==> src/rtl/cehm_pkg.sv <==
// Package with register map, field layout and reset values of the bank
`default_nettype none
package cehm_pkg;
  // Wishbone geometry
  localparam int WB_ADR_W = 12;
  localparam int WB_DAT_W = 32;
  localparam int REG_IDX_W = 10;
  localparam int CPU_ADR_W = 32;

  // Register indices; byte address is four times the index
  localparam logic [REG_IDX_W-1:0] REG_IDX_CACHE_CTL = 10'h050;
  localparam logic [REG_IDX_W-1:0] REG_IDX_DRAM_CTL = 10'h057;
  localparam logic [REG_IDX_W-1:0] REG_IDX_STATUS = 10'h058;

  // Reset values
  localparam logic [7:0] DRAM_CTL_RESET = 8'h01;
  localparam logic [7:0] CACHE_CTL_RESET = 8'h00;

  // Cache control field positions
  localparam int CC_L1_EN_BIT = 0;
  localparam int CC_L2_FM_BIT = 1;
  localparam int CC_L2_SIZE_LSB = 2;

  // DRAM control field positions and masks
  localparam int DC_HOLE_LSB = 6;
  localparam logic [7:0] DC_WRITE_MASK = 8'hcf;

  // Status field positions
  localparam int ST_TO_PCI_BIT = 0;
  localparam int ST_KEN_BIT = 1;
  localparam int ST_L2_HIT_BIT = 2;
  localparam int ST_PCI_CLAIM_BIT = 3;
  localparam int ST_TAG_INVAL_BIT = 4;

  // Hole select and L2 size encodings, hole bounds
  localparam logic [1:0] HOLE_NONE = 2'h0;
  localparam logic [1:0] HOLE_512K_640K = 2'h1;
  localparam logic [1:0] L2_SIZE_NONE = 2'h0;
  localparam logic [CPU_ADR_W-1:0] HOLE_LO_512K = 32'h0008_0000;
  localparam logic [CPU_ADR_W-1:0] HOLE_HI_640K = 32'h000a_0000;
endpackage
`default_nettype wire

==> src/rtl/cehm_bank.sv <==
// Cache enable control and DRAM control memory hole register bank
//
// Decided for this implementation: the Wishbone slave port.
`default_nettype none
// Function
// - L1 enable set: indication asserted for cacheable processor cycles
// - L1 enable clear: indication negated, L1 and L2 line fills blocked
// - L1 enable and force miss set: L2 reads and writes are misses
// - L1 off, force miss on: L2 disabled, each read invalidates tag
// - L1 on, force miss off: normal L2 hit/miss per size select
// - DRAM control is 8-bit read/write at index 57h, resets to 01h
// - Processor cycles inside the selected hole go to PCI
// - PCI cycles inside the selected hole are not claimed, no DEVSEL#
// - DRAM under an enabled hole is not remapped, just unreachable
// - Hole select 00 means no hole, 01 means 512K to 640K
// - Force miss set with L1 on and L2 populated: every tag lookup reports a miss
module cehm_bank
  import cehm_pkg::*;
(
  input wire logic ref_clk,
  input wire logic srst,
  input wire logic wbCyc,
  input wire logic wbStb,
  input wire logic wbWe,
  input wire logic [cehm_pkg::WB_ADR_W-1:0] wbAdr,
  input wire logic [3:0] wbSel,
  input wire logic [cehm_pkg::WB_DAT_W-1:0] wbDatIn,
  output logic [cehm_pkg::WB_DAT_W-1:0] wbDatOut,
  output logic wbAck,
  input wire logic cpuCycValid,
  input wire logic [cehm_pkg::CPU_ADR_W-1:0] cpuAddr,
  input wire logic cpuWrite,
  input wire logic cpuCacheable,
  input wire logic tagMatch,
  output logic cpuRespValid,
  output logic cpuCacheableIndication,
  output logic cpuToPci,
  output logic cpuToDram,
  output logic l2Hit,
  output logic l2Miss,
  output logic l2TagInvalidate,
  output logic l1LineFillAllow,
  output logic l2LineFillAllow,
  input wire logic pciCycValid,
  input wire logic [cehm_pkg::CPU_ADR_W-1:0] pciAddr,
  output logic pciDevselClaim
);
  import cehm_pkg::*;

  typedef struct packed {
    logic [7:0] dramCtl;
    logic l1En;
    logic l2ForceMiss;
    logic [1:0] l2SizeSel;
    logic ack;
    logic [WB_DAT_W-1:0] rdData;
    logic respValid;
    logic ken;
    logic toPci;
    logic toDram;
    logic hit;
    logic miss;
    logic tagInval;
    logic l1Fill;
    logic l2Fill;
    logic pciClaim;
  } cehm_state_s;

  cehm_state_s stateReg;
  cehm_state_s stateNext;

  logic cpuInHole;
  logic pciInHole;
  logic [REG_IDX_W-1:0] wordIdx;
  logic busReq;
  logic wrTake;
  logic l2Populated;
  logic l2Enabled;
  logic [7:0] cacheCtlView;
  logic [7:0] statusView;
  logic [WB_DAT_W-1:0] readMux;

  ////////////////////////////////////////////////////////////////////////////
  // Hole decode, one decoder instance each for the processor and PCI address

  cehm_hole_match cpuHole (
    .addr(cpuAddr),
    .holeSel(stateReg.dramCtl[DC_HOLE_LSB +: 2]),
    .inHole(cpuInHole)
  );

  cehm_hole_match pciHole (
    .addr(pciAddr),
    .holeSel(stateReg.dramCtl[DC_HOLE_LSB +: 2]),
    .inHole(pciInHole)
  );

  ////////////////////////////////////////////////////////////////////////////
  // Register views

  assign wordIdx = wbAdr[WB_ADR_W-1:2];
  assign busReq = wbCyc & wbStb;
  // Write lands on the edge where the master sees ack
  assign wrTake = busReq & wbWe & stateReg.ack & wbSel[0];
  assign l2Populated = (stateReg.l2SizeSel != L2_SIZE_NONE);
  assign l2Enabled = stateReg.l1En & l2Populated;

  always_comb begin
    cacheCtlView = 8'h00;
    cacheCtlView[CC_L1_EN_BIT] = stateReg.l1En;
    cacheCtlView[CC_L2_FM_BIT] = stateReg.l2ForceMiss;
    cacheCtlView[CC_L2_SIZE_LSB +: 2] = stateReg.l2SizeSel;
  end

  always_comb begin
    statusView = 8'h00;
    statusView[ST_TO_PCI_BIT] = stateReg.toPci;
    statusView[ST_KEN_BIT] = stateReg.ken;
    statusView[ST_L2_HIT_BIT] = stateReg.hit;
    statusView[ST_PCI_CLAIM_BIT] = stateReg.pciClaim;
    statusView[ST_TAG_INVAL_BIT] = stateReg.tagInval;
  end

  always_comb begin
    case (wordIdx)
      REG_IDX_CACHE_CTL: begin
        readMux = {24'h000000, cacheCtlView};
      end
      REG_IDX_DRAM_CTL: begin
        readMux = {24'h000000, stateReg.dramCtl};
      end
      REG_IDX_STATUS: begin
        readMux = {24'h000000, statusView};
      end
      default: begin
        // Unmapped words read zero and still ack
        readMux = 32'h0000_0000;
      end
    endcase
  end

  ////////////////////////////////////////////////////////////////////////////
  // Next state

  always_comb begin
    stateNext = stateReg;

    // Classic single-cycle ack, dropped the cycle after
    stateNext.ack = busReq & ~stateReg.ack;
    if (busReq & ~stateReg.ack) begin
      stateNext.rdData = readMux;
    end

    if (wrTake) begin
      case (wordIdx)
        REG_IDX_CACHE_CTL: begin
          stateNext.l1En = wbDatIn[CC_L1_EN_BIT];
          stateNext.l2ForceMiss = wbDatIn[CC_L2_FM_BIT];
          stateNext.l2SizeSel = wbDatIn[CC_L2_SIZE_LSB +: 2];
        end
        REG_IDX_DRAM_CTL: begin
          // Reserved bits 5:4 stay zero
          stateNext.dramCtl = wbDatIn[7:0] & DC_WRITE_MASK;
        end
        default: begin
          stateNext.dramCtl = stateReg.dramCtl;
        end
      endcase
    end

    // Processor cycle result, one cycle after the request
    stateNext.respValid = cpuCycValid;
    if (cpuCycValid) begin
      // Hole cycles leave DRAM alone; address is not remapped
      stateNext.toPci = cpuInHole;
      stateNext.toDram = ~cpuInHole;
      // Indication only for cacheable memory, never when L1 is off
      stateNext.ken = stateReg.l1En & cpuCacheable & ~cpuInHole;
      stateNext.l1Fill = stateReg.l1En & cpuCacheable & ~cpuInHole;
      stateNext.l2Fill = l2Enabled & ~stateReg.l2ForceMiss & cpuCacheable &
        ~cpuInHole & ~cpuWrite;
      // Force miss masks tag match on reads and writes alike
      stateNext.hit = l2Enabled & ~stateReg.l2ForceMiss & tagMatch &
        ~cpuInHole;
      stateNext.miss = l2Enabled & ~cpuInHole &
        (stateReg.l2ForceMiss | ~tagMatch);
      // Populated but disabled L2 with force miss: reads wipe the tag
      stateNext.tagInval = ~stateReg.l1En & stateReg.l2ForceMiss &
        l2Populated & ~cpuWrite & ~cpuInHole;
    end else begin
      stateNext.ken = 1'b0;
      stateNext.l1Fill = 1'b0;
      stateNext.l2Fill = 1'b0;
      stateNext.hit = 1'b0;
      stateNext.miss = 1'b0;
      stateNext.tagInval = 1'b0;
    end

    // PCI targets inside the hole are left for another agent
    stateNext.pciClaim = pciCycValid & ~pciInHole;
  end

  always_ff @(posedge ref_clk) begin
    if (srst) begin
      stateReg <= '0;
      stateReg.dramCtl <= DRAM_CTL_RESET;
      stateReg.l1En <= CACHE_CTL_RESET[CC_L1_EN_BIT];
      stateReg.l2ForceMiss <= CACHE_CTL_RESET[CC_L2_FM_BIT];
      stateReg.l2SizeSel <= CACHE_CTL_RESET[CC_L2_SIZE_LSB +: 2];
      stateReg.toDram <= 1'b1;
    end else begin
      stateReg <= stateNext;
    end
  end

  ////////////////////////////////////////////////////////////////////////////
  // Outputs

  assign wbAck = stateReg.ack;
  assign wbDatOut = stateReg.rdData;
  assign cpuRespValid = stateReg.respValid;
  assign cpuCacheableIndication = stateReg.ken;
  assign cpuToPci = stateReg.toPci;
  assign cpuToDram = stateReg.toDram;
  assign l2Hit = stateReg.hit;
  assign l2Miss = stateReg.miss;
  assign l2TagInvalidate = stateReg.tagInval;
  assign l1LineFillAllow = stateReg.l1Fill;
  assign l2LineFillAllow = stateReg.l2Fill;
  assign pciDevselClaim = stateReg.pciClaim;

  ////////////////////////////////////////////////////////////////////////////
  // Checks

  dramReset_a: assert property (
    @(posedge ref_clk) srst |=> (stateReg.dramCtl == 8'h01))
    else $error("dram control not 01h after reset");

  kenOff_a: assert property (
    @(posedge ref_clk) disable iff (srst)
    (cpuCycValid && !stateReg.l1En) |=>
      (!cpuCacheableIndication && !l1LineFillAllow && !l2LineFillAllow))
    else $error("cacheable indication or fill while L1 disabled");

  kenOn_a: assert property (
    @(posedge ref_clk) disable iff (srst)
    (cpuCycValid && stateReg.l1En && cpuCacheable && !cpuInHole) |=>
      (cpuCacheableIndication && cpuRespValid))
    else $error("cacheable indication missing");

  forceMiss_a: assert property (
    @(posedge ref_clk) disable iff (srst)
    (cpuCycValid && stateReg.l1En && stateReg.l2ForceMiss &&
      l2Populated && !cpuInHole) |=> (l2Miss && !l2Hit))
    else $error("forced miss reported as hit");

  tagInval_a: assert property (
    @(posedge ref_clk) disable iff (srst)
    (cpuCycValid && !stateReg.l1En && stateReg.l2ForceMiss &&
      l2Populated && !cpuWrite && !cpuInHole) |=>
      (l2TagInvalidate && !l2Hit && !l2Miss))
    else $error("tag invalidate missing on disabled L2 read");

  normalHit_a: assert property (
    @(posedge ref_clk) disable iff (srst)
    (cpuCycValid && l2Enabled && !stateReg.l2ForceMiss && !cpuInHole) |=>
      (l2Hit == $past(tagMatch)) && (l2Miss != l2Hit))
    else $error("normal hit processing wrong");

  l2Off_a: assert property (
    @(posedge ref_clk) disable iff (srst)
    (cpuCycValid && !stateReg.l1En && !stateReg.l2ForceMiss) |=>
      (!l2Hit && !l2Miss && !l2TagInvalidate))
    else $error("L2 active with both bits clear");

  holeRoute_a: assert property (
    @(posedge ref_clk) disable iff (srst)
    (cpuCycValid && stateReg.dramCtl[7:6] == 2'h1 &&
      cpuAddr >= 32'h0008_0000 && cpuAddr < 32'h000a_0000) |=>
      (cpuToPci && !cpuToDram))
    else $error("hole cycle not sent to PCI");

  pciIgnore_a: assert property (
    @(posedge ref_clk) disable iff (srst)
    (pciCycValid && stateReg.dramCtl[7:6] == 2'h1 &&
      pciAddr[31:17] == 15'h0004) |=> !pciDevselClaim)
    else $error("PCI cycle in hole claimed");

  noHole_a: assert property (
    @(posedge ref_clk) disable iff (srst)
    (stateReg.dramCtl[7:6] == 2'h0 && cpuCycValid) |=> cpuToDram)
    else $error("hole active with select 00");

  ackPulse_a: assert property (
    @(posedge ref_clk) disable iff (srst)
    wbAck |=> !wbAck)
    else $error("ack held longer than one cycle");
endmodule
`default_nettype wire

==> src/rtl/cehm_hole_match.sv <==
// Memory hole address decoder
`default_nettype none
module cehm_hole_match
  import cehm_pkg::*;
(
  input wire logic [cehm_pkg::CPU_ADR_W-1:0] addr,
  input wire logic [1:0] holeSel,
  output logic inHole
);
  always_comb begin
    case (holeSel)
      HOLE_512K_640K: begin
        // Half-open range, upper bound excluded
        inHole = (addr >= HOLE_LO_512K) && (addr < HOLE_HI_640K);
      end
      HOLE_NONE: begin
        inHole = 1'b0;
      end
      default: begin
        // Other encodings decode to no hole in this block
        inHole = 1'b0;
      end
    endcase
  end
endmodule
`default_nettype wire

==> config.mk <==
export PLATFORM = sky130hd
export DESIGN_NAME = cehm_bank
export DESIGN_NICKNAME = d
export VERILOG_FILES = /design/src/rtl/cehm_pkg.sv /design/src/rtl/cehm_bank.sv /design/src/rtl/cehm_hole_match.sv
export SDC_FILE = /design/constraint.sdc
export NUM_CORES = 1
export LEC_CHECK = 0
export ABC_AREA = 1
export BUFFER_PORTS_ARGS = -buffer_cell sky130_fd_sc_hd__buf_2
export CORE_ASPECT_RATIO = 1.25
export CORE_UTILIZATION = 37
export CTS_CLUSTER_DIAMETER = 30
export CTS_CLUSTER_SIZE = 20
export DETAILED_ROUTE_END_ITERATION = 10
export PLACE_DENSITY = 0.86
export SLEW_MARGIN = 5
export SYNTH_ARGS = -nofsm -noshare
export SYNTH_HDL_FRONTEND = slang
export SYNTH_SLANG_ARGS = --single-unit
==> constraint.sdc <==
create_clock -name ref_clk -period 2.8 [get_ports ref_clk]
set_clock_uncertainty 0.2 [all_clocks]
set_input_delay 0 -clock ref_clk [delete_from_list [all_inputs] [get_ports ref_clk]]
set_output_delay 0 -clock ref_clk [all_outputs]
set_load 0.01 [all_outputs]
==> impl_results.md, run 1 <==
- Largest family of logic cells by synthesized area: simple AND/OR/NAND/NOR gates
- WHS Endpoint: wbDatOut[4]$_SDFFE_PP0P_
- Max cap viols: 0
- Fmax: 0.417 GHz
- Wire per inst: approximately 10 um
- Total grt overflow: 0
- Io pins: about 170
- Clock tree sinks: 27
- Critical Path AT: between 2 and 2.5 ns
- Static Leak: 1.01 nW
- Simple-Gate Fraction of Synth Area: 0.313
- Commonest non-fill, non-tap cell in the layout: buf_2
- Share of Yosys cell area claimed by the top area cell type: 0.358
- Placed wire-length estimate: 2710 um
- Root buf cell: clkbuf_8
- Reg2reg path depth: 7
- Hold path start: wbAdr[5]
- Cell count after synthesis: between 200 and 250
- Hold-fix buffers, CTS: 25
- RSZ-0062 raised after global routing: no
- Power Dens Cells: 357 nW/um^2
- Adder-cell area share of the yosys netlist: 0
- Ys async rst share: 0
- DIE HEIGHT: 73.4 um
- Most frequent cells in the layout: 74 x buf_2, 30 x nand2_1, 29 x nor2_1
- Syn Area/Cell: 7.25 sq um
- Mapped cell area: 1510 sq um
- Synth area leader: dfxtp_1
- Warnings from Yosys: 0
- Post-synthesis register bit count: 27
- Area contributors post-synth: dfxtp_1 36%, buf_4 16%, nand2_1 7.5%
- First-pass GRT wire length: slightly below 6000 um
- Core area: about 3800 sq um
- Number of CTS-inserted buffers: 3
- Fin crit period: 2.40 ns
- CTS clk-pin slew, worst paths: approximately 0.090 ns
- Initial Utilization: 0.392
- Vias per cell: approximately 4.5
- Area Growth Syn to Fin: 36.8%
- CP Class: in2reg
- Worst EP required: between 2 and 3 ns
- Startpoint types: input port
- Largest net degree at the start of global routing: 16
- Total number of vias: 1,579
- Final number of hold-violating endpoints: 0
- Number of port buffers: between 70 and 80
- Worst R2R Setup Slack: 0.98 ns
- Unique masters post-synth: 25
- Final #Nets: ~420
- Post-synth EDFFs: 0
- Post-CTS Setup Bufs: 0
- Hold Path Stages: 5
- Crit-path max FO: 8
- First drt pass iteration count: 4
- Resized cells post-CTS: 0
- Drt total wl: roughly 3600 um
- Diode count: 0
- DRT iter0 DRCs: 24
- Routed Antenna Nets: 0
- Max FFs per register: 7
- Worst Hold Class: in2reg
- Synth Area in Compound Gates: 0.104
- Worst-skew pair later-pin latency: 0.27 ns
- Worst R2R Start: stateReg[54]$_SDFFE_PP0P_
- Post-Synth XOR/XNOR Area: 0
- H-tree Lvls: 1
- Share of layout cells above drive strength 1: 0.311
- CTS tree: done
- DR DRC count: 0
- Status: finished clean
- Final Non-Filler Cells: 353
- Die Width: 59.1 um
- Number of global-route vias before repair: 1,450
- Antenna violations before repair: 0
- Die ar.: around 4300 sq um
- Register area share after synthesis: 0.358
- Count of final setup violators: 0
- GP Congestion: 0.867
- CP endpoint kind: flip-flop
- Dpl cells: 324
- Row cnt: 25
- Final Max Slew Viols: 0
- TNS Setup: 0 ns
- Maximum vdd drop: 237 uV
- Fin crit share: 0.856
- Overall Global Routing Usage: 0.174
- Mux cell area share after synthesis: 0
- Dominant synthesized flop cell: dfxtp_1
- CTS max path bufs: 2
- Reg2reg end: l2TagInvalidate$_SDFF_PP0_
synth_stat cells, types with 2 or more instances:
library cell,instances
a21oi_1,10
a21oi_2,3
buf_2,2
buf_4,33
dfxtp_1,27
inv_1,14
inv_2,2
nand2_1,30
nand2_2,2
nand3_1,18
nand4_1,6
nor2_1,29
nor2_2,2
nor2_4,2
nor3_1,4
nor3b_1,3
nor4_1,2
o21ai_0,10
o21ai_1,3
final cells by class:
cell class	instances	area, sq um
Clock buffer	3	41.3
Clock inverter	1	5.00
Fill cell	376	1780
Inverter	17	65.1
Multi-Input combinational cell	152	724
Sequential cell	27	541
Tap cell	54	67.6
Timing Repair Buffer	99	621
where the power goes:
part | total [mW] | switching (mW) | internal, mW
Sequential | 0.393 | 0.00280 | 0.390
Clock | 0.217 | 0.117 | 0.0996
Combinational | 0.127 | 0.0644 | 0.0625
Total | 0.736 | 0.185 | 0.552
worst max-delay path, stage by stage:
cell and delay (ns):
dlygate4sd3_1 0.53, buf_2 0.10, nand2_1 0.06, dlygate4sd3_1 0.57, nor2_1 0.36, nand2_1 0.09
dlygate4sd3_1 0.57, a21oi_1 0.13
worst max-delay path by stage:
stage / start / endpoint / slack (ns) / cells after the start
after floorplan: wbAck$_SDFF_PP0_ / wbDatOut[0]$_SDFFE_PP0P_ / 1.47 / 5
after global placement: wbAdr[11] / cacheCtlView[0]$_SDFFE_PP0P_ / 1.16 / 7
after detailed placement: wbAdr[11] / cacheCtlView[1]$_SDFFE_PP0P_ / 1.12 / 7
after CTS: wbStb / wbDatOut[1]$_SDFFE_PP0P_ / 0.45 / 8
after global routing: wbStb / wbDatOut[1]$_SDFFE_PP0P_ / 0.27 / 8
final: wbStb / wbDatOut[1]$_SDFFE_PP0P_ / 0.40 / 8
layer usage:
layer,up-vias,global-route usage,share of wire
met5,-,0,0
met4,0,0.0979,0.031
met3,12,0.0194,0.064
met2,84,0.328,0.52
met1,684,0.182,0.39
li1,799,-,-
logic make-up (layout without fill, tap and decap cells):
kind of cell	count (synthesis)	count (layout)
AOI/OAI and AO/OA	27	27
buffers and inverters	53	120
other	1	25
and+or+nand+nor	100	100
DFF	27	27
stage by stage:
stage                      util  area (sq um)  setup slack, ns  power, mW  hold WS [ns]
final                     0.537          2060            0.403      0.736        0.0224
after global routing      0.537          2060            0.266      0.771        0.0367
after CTS                 0.537          2060            0.449      0.736        0.0159
after detailed placement  0.460          1770             1.12      0.502        0.0259
after global placement    0.460          1770             1.16      0.500        0.0137
after floorplan               -          1600             1.47      0.480        -0.106
No activity file was read; power rests on OpenSTA's default activity.
==> inputs of run 2 (changes only) <==
- ABC_AREA: 1 -> unset
- CORE_UTILIZATION: 37 -> 36
- PLACE_DENSITY: 0.86 -> 0.85
==> run 2 against run 1 <==
  * Total power fell by 3.1%
  * Die area shrank 1.6%
  * First-iteration DRC count up 100%
  * Non-clock buffer count fell by 3
  * Register-to-register slack got worse by 0.23 ns
  * Cell count down 11%
  * Maximum frequency increased by 4.4%
  * Critical path depth shrank 1
  * Largest cell class unchanged
==> impl_results.md, run 2 <==
- Status: finished clean
- Clock tree sinks: 27
- Routed Antenna Nets: 0
- TNS Setup: 0 ns
- Die Width: 58.6 um
- Cell count after synthesis: 176
- Most frequent cells after synthesis: 35 x buf_4, 27 x dfxtp_1, 21 x nand3_1
- CP Buf/Inv Count: 3
- Area Growth Syn to Fin: 35.2%
- Area occupied by registers: 541 sq um
- CTS tree: done
- Area occupied by multi-input gates: ~700 sq um
- Post-synthesis register bit count: 27
- CP endpoint kind: flip-flop
- Final #Nets: 384
- CP Class: in2reg
- Worst Hold Class: in2reg
- Syn Area/Cell: 8.20 sq um
- Core area: 3820 sq um
- Register area share after synthesis: 0.374
- Fin util: 0.511
- GP Congestion: 0.844
- Maximum vdd drop: 154 uV
- Initial Utilization: 0.378
- Final number of hold-violating endpoints: 0
- Fmax: 0.436 GHz
- Die ar.: 4270 sq um
- Number of port buffers: 74
- Worst path most repeated cell: dlygate4sd3_1
- Power Dens Cells: 366 nW/um^2
- Final setup margin: 0.504 ns
- Post-synth EDFFs: 0
- Warnings from Yosys: 0
- Share of Yosys cell area claimed by the top area cell type: 0.374
- Worst slack, placed: 1.20 ns
- Number of global-route vias before repair: 1,426
- Sequential share of power: 0.546
- Fill cells: 371
- First-pass GRT wire length: 5420 um
- Count of final setup violators: 0
- Drt total wl: approximately 3500 um
- Overall Global Routing Usage: 0.163
- Crit path max-delay cell type: dlygate4sd3_1
- RSZ-0062 raised after global routing: no
- Largest net degree at the start of global routing: 23
- Most common cell in the synthesized netlist: buf_4
- Fin crit period: 2.30 ns
- Min Hold Slack: 0.0234 ns
- CTS clk-pin slew, worst paths: 0.08 ns
- Delay of the slowest critical-path stage: 0.56 ns
- Worst EP required: 2.82 ns
- Worst-skew pair later-pin latency: 0.27 ns
- Mapped cell area: about 1400 sq um
- Logic pwr share: 0.149
- H-tree Lvls: 1
- Share of layout cells above drive strength 1: 0.307
- DRT iter0 DRCs: 49
- Root buf cell: clkbuf_8
- Row cnt: 25
- Most frequent cells in the layout: 74 x buf_2, 27 x dfxtp_1, 25 x conb_1
- Vias per cell: 4.79
- Post-route design area: 1950 sq um
- First drt pass iteration count: 4
- Max cap viols: 0
- Area contributors post-synth: dfxtp_1 37%, buf_4 18%, nand3_1 7.3%
- Static Leak: 0.882 nW
- Antenna violations before repair: 0
- DR DRC count: 0
- Ys async rst share: 0
- Int Power: approximately 540 uW
- Crit-path max FO: 8
- Unique masters post-synth: 29
- Startpoint types: input port
- Clock group share of total power: 0.306
- Max FFs per register: 7
- Fin crit share: 0.820
- Sequence of cells on the critical path: dlygate4sd3_1, buf_2, and4b_1, and3_1, nand3_1, a21oi_1, dlygate4sd3_1
- Total grt overflow: 0
- Number of CTS-inserted buffers: 3
- Switching part of the total: 0.239
- Cell family with most CP delay: buffers and inverters
- Final Max Slew Viols: 0
- Cell Area, Placed: 1690 sq um
- Critical Path AT: about 2.3 ns
- CTS max path bufs: 2
- Commonest non-fill, non-tap cell in the layout: buf_2
- Switching power: 171 uW
- Synth area leader: dfxtp_1
- Wire per inst: ~11 um
- Placed wire-length estimate: 2630 um
- Diode count: 0
- Io pins: 165
- DIE HEIGHT: 72.8 um
- Total number of vias: 1,508
- Dominant synthesized flop cell: dfxtp_1
[run 2: worst paths after layout]
kind              depth (start not counted)                 startpoint                        end  slack, ns
setup / recovery                          7                   wbAdr[5]  stateReg[49]$_SDFFE_PP0P_       0.50
hold / removal                            5                  wbAdr[10]   wbDatOut[3]$_SDFFE_PP0P_       0.02
setup reg to reg                          5  stateReg[53]$_SDFFE_PP0P_  pciDevselClaim$_SDFF_PP0_       0.75
hold reg to reg                           2   wbDatOut[2]$_SDFFE_PP0P_   wbDatOut[2]$_SDFFE_PP0P_       0.25
[run 2: tightest hold or removal path, cell delays in order]
cell and delay, ns:
buf_2 0.07, nor2_1 0.06, and2_1 0.18, nand3_1 0.08, a21oi_1 0.06
[run 2: kinds of logic (layout without fill, tap and decap cells)]
logic type             count (synthesis)  in the layout  synth area share
other                                  1             25           0.00260
buffers and inverters                 41            102             0.203
multiplexers                           4              4            0.0277
AND/OR/NAND/NOR                       70             70             0.262
AO/OA/AOI/OAI                         33             33             0.131
flip-flops                            27             27             0.374
[run 2: what timing repair did]
item                      in CTS  in global routing
hold buffers                  22                  0
setup buffers                  0                  0
hold endpoints to repair      27                  0
gates resized for setup        0                  0
[run 2: stage by stage]
step / total power, mW / instances
2_1_floorplan: 0.466 / 200
3_3_place_gp: 0.484 / 289
3_5_place_dp: 0.486 / 289
4_1_cts: 0.715 / 315
5_1_grt: 0.739 / 315
6_report: 0.714 / 315
[run 2: area by class of cell]
cell class	count	area share
repair buffers	96	0.303
multi-input cells	132	0.359
flip-flops and latches	27	0.277
inverters	2	0.00385
clock buffers	4	0.0231
well taps	54	0.0346
[run 2: power groups by stage]
| stage | combinational, mW | clock [mW] | sequential (mW) |
|---|---|---|---|
| 6_report | 0.106 | 0.218 | 0.389 |
| 2_1_floorplan | 0.0663 | 0 | 0.400 |
| 3_3_place_gp | 0.0859 | 0 | 0.398 |
| 4_1_cts | 0.105 | 0.221 | 0.389 |
| 3_5_place_dp | 0.0879 | 0 | 0.398 |
| 5_1_grt | 0.117 | 0.233 | 0.390 |
[run 2: metal layers]
layer | up-vias | track usage | wire length, um
met5 | - | 0 | 0
met4 | 0 | 0.0767 | 63
met3 | 6 | 0.0106 | 199
met2 | 66 | 0.330 | 1930
met1 | 704 | 0.162 | 1350
li1 | 732 | - | -
